## src/inc/afecfg_pkg.sv

```systemverilog
package afecfg_pkg;
  // register addresses on the serial control interface
  localparam logic [5:0] ADDR_SETUP_ONE  = 6'h01;
  localparam logic [5:0] ADDR_SETUP_TWO  = 6'h02;
  localparam logic [5:0] ADDR_SOFT_RESET = 6'h04;
  localparam logic [5:0] ADDR_SETUP_FOUR = 6'h06;

  localparam logic [7:0] SETUP_ONE_RESET  = 8'h03;
  localparam logic [7:0] SETUP_TWO_RESET  = 8'h23;
  localparam logic [7:0] SETUP_FOUR_RESET = 8'h05;

  // setup_one fields
  localparam int POWER_ENABLE_BIT   = 0;
  localparam int DOUBLE_SAMPLE_BIT  = 1;
  localparam int INPUT_SELECT_BIT   = 2;
  localparam int INPUT_SHORT_BIT    = 3;
  localparam int ZERO_OFFSET_LSB    = 4;
  localparam int FAST_RATIO_BIT     = 6;
  // setup_two fields
  localparam int OUTPUT_INVERT_BIT  = 2;
  localparam int CLAMP_EXT_BIT      = 3;
  localparam int CLAMP_RANGE_BIT    = 5;
  localparam int LATENCY_LSB        = 6;
  // setup_four field
  localparam int CLAMP_ENABLE_BIT   = 3;

  // master clock periods per converter clock period
  localparam logic [1:0] CONV_PERIOD_NORMAL = 2'd2;
  localparam logic [1:0] CONV_PERIOD_MODE2  = 2'd3;

  typedef enum logic [1:0] {
    AFECFG_OFS_ZERO  = 2'b00,
    AFECFG_OFS_ZERO1 = 2'b01,
    AFECFG_OFS_POS   = 2'b10,
    AFECFG_OFS_NEG   = 2'b11
  } afecfg_offset_t;

  typedef enum logic [1:0] {
    AFECFG_OUT_ZERO = 2'b00,
    AFECFG_OUT_POS  = 2'b01,
    AFECFG_OUT_NEG  = 2'b10
  } afecfg_zero_out_t;

  typedef struct packed {
    logic [5:0] addr;
    logic [7:0] data;
  } afecfg_wr_t;

  typedef struct packed {
    logic             power_on;
    logic             double_sample_mode;
    logic             video_in_first_sel;
    logic             video_in_second_sel;
    logic             video_input_short;
    afecfg_zero_out_t gain_stage_zero_offset;
    logic             fast_ratio_flag;
    logic             output_invert;
    logic             clamp_ref_converter_on;
    logic             clamp_ref_external;
    logic             clamp_ref_range;
    logic             internal_clamp_on;
  } afecfg_ctrl_t;
endpackage

```

## src/core/afecfg_regs.sv

```systemverilog
// How it works
// RULE1 - setup_one bit 0 clear powers the device down, set makes it active, reset value set.
// RULE2 - setup_one bit 1 picks single-ended (0) or double sampling (1), default double sampling.
// RULE3 - setup_one bit 2 routes the first video pin (0) or the second (1), default first.
// RULE4 - setup_one bit 3 set shorts the two video pins together, default open.
// RULE5 - setup_one bits 5:4 give zero output for 00/01, positive full scale for 10, negative for 11.
// RULE6 - the host sets setup_one bit 6 only for the 2:1 ratio with internal clamping on.
// RULE7 - with the fast flag set the host should program the reset timing adjust to 01.
// RULE8 - setup_two bit 2 set inverts output data polarity, default follow input.
// RULE9 - setup_two bit 3 set powers down the clamp reference converter and floats its output.
// RULE10 - setup_two bit 5 picks clamp reference range, 0 up to supply, 1 up to top reference.
// RULE11 - setup_two bits 7:6 set output latency in converter clock periods, default 00.
// RULE12 - a converter clock period is two master clocks, three in operating mode 2.
// RULE13 - latency 00 is minimum, 10 adds two converter periods, other codes add delay.
// RULE14 - setup_four bit 3 clear disables reset level clamping, set enables it.
// RULE15 - the host writes zero to setup_one bit 7 and setup_two bit 4, ones to setup_two 1:0.
// RULE16 - reset loads all three setup registers with their defaults before any write is taken.
`timescale 1ns/10ps
module afecfg_regs
  import afecfg_pkg::*;
#(
  parameter int LAT_W = 4
)
(
  input  wire logic         sys_clk,
  input  wire logic         reset,
  input  wire logic         wr_en,
  input  wire afecfg_wr_t   wr,
  input  wire logic [5:0]   rd_addr,
  input  wire logic         mode2_sel,
  output logic [7:0]        rd_data,
  output afecfg_ctrl_t      ctrl,
  output logic [1:0]        conv_period_mclk,
  output logic [LAT_W-1:0]  latency_conv_periods,
  output logic [LAT_W-1:0]  latency_mclk
);

  logic [7:0]       setup_one_q;
  logic [7:0]       setup_one_d;
  logic [7:0]       setup_two_q;
  logic [7:0]       setup_two_d;
  logic [7:0]       setup_four_q;
  logic [7:0]       setup_four_d;
  logic [7:0]       rd_data_d;
  logic             soft_reset;
  logic             restore_defaults;
  logic             wr_setup_one;
  logic             wr_setup_two;
  logic             wr_setup_four;
  logic             rd_setup_one;
  logic             rd_setup_two;
  logic             rd_setup_four;

  // the longest latency, three periods of three master clocks, needs four bits
  if (LAT_W < 4) begin : g_lat_w_check
    $error("latency outputs need at least four bits");
  end

  // one address compare shared by the write and the read decode
  function automatic logic addr_match(input logic [5:0] addr, input logic [5:0] target);
    addr_match = (addr == target);
  endfunction

  // latency code to extra converter periods; 01 is one, 11 three
  function automatic logic [1:0] latency_decode(input logic [1:0] code);
    case (code)
      2'b00:   latency_decode = 2'd0;
      2'b01:   latency_decode = 2'd1;
      2'b10:   latency_decode = 2'd2;
      2'b11:   latency_decode = 2'd3;
      default: latency_decode = 2'd0;
    endcase
  endfunction

  // any write to the software reset address restores every default
  assign soft_reset       = wr_en && addr_match(wr.addr, ADDR_SOFT_RESET);
  assign restore_defaults = reset || soft_reset; // RULE16

  // one write strobe per stored register; unmapped addresses fall through
  assign wr_setup_one  = wr_en && addr_match(wr.addr, ADDR_SETUP_ONE);
  assign wr_setup_two  = wr_en && addr_match(wr.addr, ADDR_SETUP_TWO);
  assign wr_setup_four = wr_en && addr_match(wr.addr, ADDR_SETUP_FOUR);

  assign setup_one_d  = wr_setup_one ? wr.data : setup_one_q;
  assign setup_two_d  = wr_setup_two ? wr.data : setup_two_q;
  assign setup_four_d = wr_setup_four ? wr.data : setup_four_q;

  // a block per register keeps each reset branch to constants only
  always_ff @(posedge sys_clk) begin
    if (restore_defaults) begin
      setup_one_q <= SETUP_ONE_RESET; // RULE16
    end else begin
      setup_one_q <= setup_one_d;
    end
  end

  always_ff @(posedge sys_clk) begin
    if (restore_defaults) begin
      setup_two_q <= SETUP_TWO_RESET; // RULE16
    end else begin
      setup_two_q <= setup_two_d;
    end
  end

  always_ff @(posedge sys_clk) begin
    if (restore_defaults) begin
      setup_four_q <= SETUP_FOUR_RESET; // RULE16
    end else begin
      setup_four_q <= setup_four_d;
    end
  end

  // reserved bits are stored as written; the host keeps them at their fixed values
  assign rd_setup_one  = addr_match(rd_addr, ADDR_SETUP_ONE);
  assign rd_setup_two  = addr_match(rd_addr, ADDR_SETUP_TWO);
  assign rd_setup_four = addr_match(rd_addr, ADDR_SETUP_FOUR);
  assign rd_data_d = rd_setup_one  ? setup_one_q :
                     rd_setup_two  ? setup_two_q :
                     rd_setup_four ? setup_four_q : 8'h00; // RULE15

  always_ff @(posedge sys_clk) begin
    if (reset) begin
      rd_data <= 8'h00;
    end else begin
      rd_data <= rd_data_d;
    end
  end

  // one named wire per control so each decode traces back to its bit
  logic             power_on_w;
  logic             double_sample_w;
  logic             input_first_w;
  logic             input_second_w;
  logic             input_short_w;
  logic             fast_ratio_w;
  logic             output_invert_w;
  logic             clamp_external_w;
  logic             clamp_conv_on_w;
  logic             clamp_range_w;
  logic             clamp_enable_w;
  logic [1:0]       ofs_code;
  afecfg_zero_out_t zero_out;

  assign power_on_w       = setup_one_q[POWER_ENABLE_BIT];  // RULE1
  assign double_sample_w  = setup_one_q[DOUBLE_SAMPLE_BIT]; // RULE2
  assign input_second_w   = setup_one_q[INPUT_SELECT_BIT];  // RULE3
  assign input_first_w    = !input_second_w;                // RULE3
  assign input_short_w    = setup_one_q[INPUT_SHORT_BIT];   // RULE4
  // the flag only steers analogue timing; the host owns its correct use
  assign fast_ratio_w     = setup_one_q[FAST_RATIO_BIT];    // RULE6
  assign output_invert_w  = setup_two_q[OUTPUT_INVERT_BIT]; // RULE8
  assign clamp_external_w = setup_two_q[CLAMP_EXT_BIT];     // RULE9
  assign clamp_conv_on_w  = !clamp_external_w;              // RULE9
  assign clamp_range_w    = setup_two_q[CLAMP_RANGE_BIT];   // RULE10
  assign clamp_enable_w   = setup_four_q[CLAMP_ENABLE_BIT]; // RULE14
  assign ofs_code         = setup_one_q[ZERO_OFFSET_LSB +: 2];
  // codes 00 and 01 both give zero output, so they share one state
  assign zero_out = (ofs_code == AFECFG_OFS_POS) ? AFECFG_OUT_POS :
                    (ofs_code == AFECFG_OFS_NEG) ? AFECFG_OUT_NEG : AFECFG_OUT_ZERO; // RULE5

  afecfg_ctrl_t ctrl_d;
  always_comb begin
    ctrl_d.power_on               = power_on_w;       // RULE1
    ctrl_d.double_sample_mode     = double_sample_w;  // RULE2
    ctrl_d.video_in_first_sel     = input_first_w;    // RULE3
    ctrl_d.video_in_second_sel    = input_second_w;   // RULE3
    ctrl_d.video_input_short      = input_short_w;    // RULE4
    ctrl_d.gain_stage_zero_offset = zero_out;         // RULE5
    ctrl_d.fast_ratio_flag        = fast_ratio_w;     // RULE6
    ctrl_d.output_invert          = output_invert_w;  // RULE8
    ctrl_d.clamp_ref_converter_on = clamp_conv_on_w;  // RULE9
    ctrl_d.clamp_ref_external     = clamp_external_w; // RULE9
    ctrl_d.clamp_ref_range        = clamp_range_w;    // RULE10
    ctrl_d.internal_clamp_on      = clamp_enable_w;   // RULE14
  end

  logic [1:0]       conv_period_d;
  logic [1:0]       lat_conv_d;
  logic [LAT_W-1:0] lat_conv_ext;
  logic [LAT_W-1:0] period_ext;
  logic [LAT_W-1:0] lat_mclk_d;
  assign conv_period_d = mode2_sel ? CONV_PERIOD_MODE2 : CONV_PERIOD_NORMAL; // RULE12
  assign lat_conv_d    = latency_decode(setup_two_q[LATENCY_LSB +: 2]); // RULE11 RULE13
  // both factors are widened first so three times three keeps its top bit
  assign lat_conv_ext  = {{(LAT_W-2){1'b0}}, lat_conv_d};
  assign period_ext    = {{(LAT_W-2){1'b0}}, conv_period_d};
  assign lat_mclk_d    = lat_conv_ext * period_ext; // RULE12

  // registered so the analogue controls never see decode glitches
  always_ff @(posedge sys_clk) begin
    if (reset) begin
      ctrl <= '0;
    end else begin
      ctrl <= ctrl_d;
    end
  end

  always_ff @(posedge sys_clk) begin
    if (reset) begin
      conv_period_mclk <= CONV_PERIOD_NORMAL;
    end else begin
      conv_period_mclk <= conv_period_d; // RULE12
    end
  end

  always_ff @(posedge sys_clk) begin
    if (reset) begin
      latency_conv_periods <= '0;
    end else begin
      latency_conv_periods <= lat_conv_ext; // RULE11
    end
  end

  always_ff @(posedge sys_clk) begin
    if (reset) begin
      latency_mclk <= '0;
    end else begin
      latency_mclk <= lat_mclk_d; // RULE12
    end
  end

endmodule

```

## config.mk

```make
export PLATFORM = sky130hd
export DESIGN_NAME = afecfg_regs
export DESIGN_NICKNAME = d
export VERILOG_FILES = /design/src/inc/afecfg_pkg.sv /design/src/core/afecfg_regs.sv
export SDC_FILE = /design/constraint.sdc
export NUM_CORES = 1
export LEC_CHECK = 0
export BUFFER_PORTS_ARGS = -buffer_cell sky130_fd_sc_hd__buf_2
export CAP_MARGIN = 20
export CORE_MARGIN = 2
export CORE_UTILIZATION = 40
export DETAILED_ROUTE_END_ITERATION = 12
export PLACE_DENSITY = 0.73
export SYNTH_ARGS = -nofsm -noshare
export SYNTH_HDL_FRONTEND = slang
export SYNTH_SLANG_ARGS = --single-unit
```

## constraint.sdc

```tcl
create_clock -name sys_clk -period 3.1 [get_ports sys_clk]
set_input_delay 0 -clock sys_clk [delete_from_list [all_inputs] [get_ports sys_clk]]
set_output_delay 0 -clock sys_clk [all_outputs]
set_load 0.05 [all_outputs]
```

==> key figures <==
Global route
  – Gr usage total: 0.1622
  – Most used routing layer: met2
  – GR Util met1: 0.2197
  – Overflow after GRT: 0
  – Largest net degree at the start of global routing: 30
  – Global-route met2 utilization: 0.2482
  – First-pass GRT wire length: 7.486 mm
  – Met3 Use GR: 0.04147
  – Antenna violations before repair: 0
  – Vias in the first global route: 1529

Hold path
  – Worst hold endpoint: rd_data[2]$_SDFF_PP0_
  – Hold/Removal Path Class: in2reg
  – Worst hold path cell count: 4
  – Hold Startpoint: rd_addr[1]

Layout
  – Final core utilization: 0.4878
  – Fillers: 502
  – Share of cells above drive strength 1: 0.2868
  – Post-Layout Cell Count: 335
  – Final Cell Area: 2460 sq um
  – Synthesis-to-finish area growth: 18.58%
  – Nets: 290
  – Ant diodes: 0

Yosys
  – Area leader, netlist: dfxtp_1
  – Post-synth top flop: dfxtp_1
  – Cell variety after synth: 27
  – Synth async-reset ratio: 0
  – Area contributors post-synth: dfxtp_1 (50%), nand3_1 (11%), a21oi_1 (6.0%), nor2b_1 (4.8%), o21ai_1 (4.8%)
  – Synth top area share: 0.5018
  – Syn avg cell area: 9.604 sq um
  – Post-synth EDFFs: 0
  – Post-synthesis cell area: 2074 sq um
  – Yosys warnings: 0
  – Commonest cells post-synth: dfxtp_1 (52), nand3_1 (47), a21oi_1 (25)
  – Sequential element share of the synthesized area: 0.5018
  – Synthesis-stage register bit count: 52
  – Top-count cell post-synth: dfxtp_1
  – Synth Instances: 216

Setup path
  – FF-to-FF setup slack: 1920 ps
  – Crit Path Max Fanout: 5
  – Arr. time, crit path: 1360 ps
  – Critical path class: reg2reg
  – Worst-path cell chain: and2_1 > ha_1 > ha_1 > nor2b_1
  – Critical Path End Type: register
  – Critical Path Max Stage Delay: 350 ps
  – CP Launch Type: register
  – Critical path's slowest cell: dfxtp_1
  – Worst EP required: 3280 ps
  – FF-to-FF Start: setup_two_q[7]$_SDFFE_PP0P_
  – Bufs and invs on worst path: 0
  – Worst flop-to-flop path endpoint: latency_mclk[2]$_SDFF_PP0_
  – Top delay family on crit path: adder cells
  – R2R cell count: 4
  – Cell mode on critical path: ha_1

Clock tree
  – TritonCTS Buffers: 5
  – Clock transition at the registers of the reported paths: 90 ps
  – Htree depth: 2
  – Max Root-Sink Buffers: 2
  – CTS sink cnt: 52
  – Root Buffer Master: clkbuf_8
  – CTS tree: done
  – Clock Latency Late Sink: 300 ps

Routing
  – Routed len/inst: 12.84 um
  – Via count: 1653
  – Via density: 4.934
  – Antenna-violating nets left: 0
  – DRC Markers: 0
  – 1st-pass router iterations: 5
  – Initial drt markers: 99
  – Final wirelength: 4.301 mm

Placement
  – Setup WS pre-CTS: 1624 ps
  – HPWL after DPL: 2.902 mm
  – Placed Instances: 318
  – Gpl congestion: 0.8005
  – I/O Buffers: 51
  – Placed standard-cell area: 2272 sq um

Floorplan
  – Die footprint: 5778 sq um
  – I/O Pins: 55
  – Rows: 26
  – Placeable Area: 5042 sq um
  – Die Y: 76.02 um
  – Die width: 76.02 um
  – Effective utilization at floorplan: 0.4114

STA
  – Unrepaired setup endpoints after global routing: false
  – Hold Fails Final Rpt: 0
  – Rel. slew slack: 0.3725
  – Minimum clock period: 1182 ps
  – Final period utilization: 0.3814
  – Final WS setup: 1918 ps
  – Least-Margin Pin Slew: 936.1 ps
  – Peak Freq: 0.8458 GHz
  – Post-route setup TNS: 0 ps
  – Final Slew Violations: 0
  – Setup Skew: 3.505 ps
  – Final Setup Violations: 0

Power
  – Power Density: 483.5 nW/um^2
  – Switching pwr: 0.0002986 W
  – Peak supply drop: 175.1 uV
  – Net Sw Frac: 0.2510
  – Clock power frac: 0.338
  – Sequential power share: 0.568
  – Pleak: 0.9690 nW
  – Pint: 0.0008907 W
  – Combinational power share: 0.094

Status
  – Status: finished, final reports clean

Job
  – Max_cap viols: 0
[layer usage]
metal  wire (um)  share of wire
met1        1877           0.44
met2        2003           0.47
met3         336          0.078
met4          84          0.020
met5           0              0
[final cells by class]
| cell class | instances | area [sq um] | share of cell area |
|---|---|---|---|
| clock inverters | 2 | 15.01 | 0.006104 |
| well taps | 70 | 87.58 | 0.03561 |
| flip-flops and latches | 52 | 1041 | 0.4232 |
| repair buffers | 61 | 352.8 | 0.1434 |
| multi-input cells | 144 | 880.8 | 0.3581 |
| clock buffers | 6 | 82.58 | 0.03357 |
[worst reg2reg max path: cells and delay by family, from the launching register on]
kind	cells	cell delay [ps]
AND/OR/NAND/NOR	2	280
flip-flops	1	350
adder cells (fa/ha/maj)	2	430
[cell usage in the layout, fill, tap and decap left out]
master / n
nor2b_1: 16
nor3_2: 1
nand3b_1: 1
nor3b_2: 3
buf_4: 1
or4b_4: 1
o21ai_1: 20
ha_1: 2
nor4b_4: 1
a31oi_1: 1
clkbuf_8: 6
dlygate4sd3_1: 9
conb_1: 3
and2_1: 2
a21oi_1: 25
nor3b_1: 1
clkinvlp_4: 2
and3b_1: 2
dfxtp_1: 52
or3b_2: 2
nand3_1: 47
a31o_1: 1
buf_2: 51
mux2_2: 8
o21ai_0: 4
nor2_1: 3
[how the worst max path moves through the flow]
| stage | start | end | slack, ps | cells after the start |
|---|---|---|---|---|
| 2_1_floorplan | setup_two_q[7]$_SDFFE_PP0P_ | latency_mclk[2]$_SDFF_PP0_ | 2000 | 4 |
| 3_3_place_gp | wr[11] | setup_one_q[6]$_SDFFE_PP0P_ | 1660 | 5 |
| 3_5_place_dp | wr[11] | setup_two_q[4]$_SDFFE_PP0P_ | 1620 | 5 |
| 4_1_cts | setup_two_q[7]$_SDFFE_PP0P_ | latency_mclk[2]$_SDFF_PP0_ | 1900 | 4 |
| 5_1_grt | wr[11] | setup_two_q[7]$_SDFFE_PP0P_ | 1810 | 5 |
| 6_report | setup_two_q[7]$_SDFFE_PP0P_ | latency_mclk[2]$_SDFF_PP0_ | 1920 | 4 |
[metrics by stage]
| step | total power, W | hold slack [ps] |
|---|---|---|
| floorplan | 0.0007707 | 144.2 |
| global placement | 0.0007941 | 265.7 |
| detailed placement | 0.0007947 | 276.8 |
| CTS | 0.001198 | 65.06 |
| global route | 0.001239 | 87.59 |
| finish | 0.001189 | 76.20 |
[logic make-up (layout without fill, tap and decap cells)]
family	count (synthesis)	after routing	synth area share
other	2	3	0.003620
buffers and inverters	21	69	0.07539
adder cells (fa/ha/maj)	2	2	0.01206
AND/OR/NAND/NOR	80	80	0.2382
flip-flops	52	52	0.5018
AO/OA/AOI/OAI	51	51	0.1255
multiplexers	8	8	0.04343
[what timing repair did]
item | 4_1_cts | 5_1_grt
buffers inserted | 0 | 0
endpoints found under the hold margin | 25 | 0
gates resized for setup | 0 | 0
hold buffers | 9 | 0
[flip-flops by register name, indices dropped and copies added, names as in the netlist]
register	count
latency_mclk	4
conv_period_mclk	1
latency_conv_periods	2
ctrl	13
setup_four_q	8
setup_one_q	8
rd_data	8
setup_two_q	8
[power groups by stage]
stage / clock, W / sequential, W / combinational (W)
after floorplan: 0 / 0.000710 / 0.0000604
after global placement: 0 / 0.000692 / 0.000102
after detailed placement: 0 / 0.000692 / 0.000103
after CTS: 0.000410 / 0.000676 / 0.000112
after global routing: 0.000440 / 0.000677 / 0.000121
final: 0.000402 / 0.000676 / 0.000112
No activity file was read; power rests on OpenSTA's default activity.
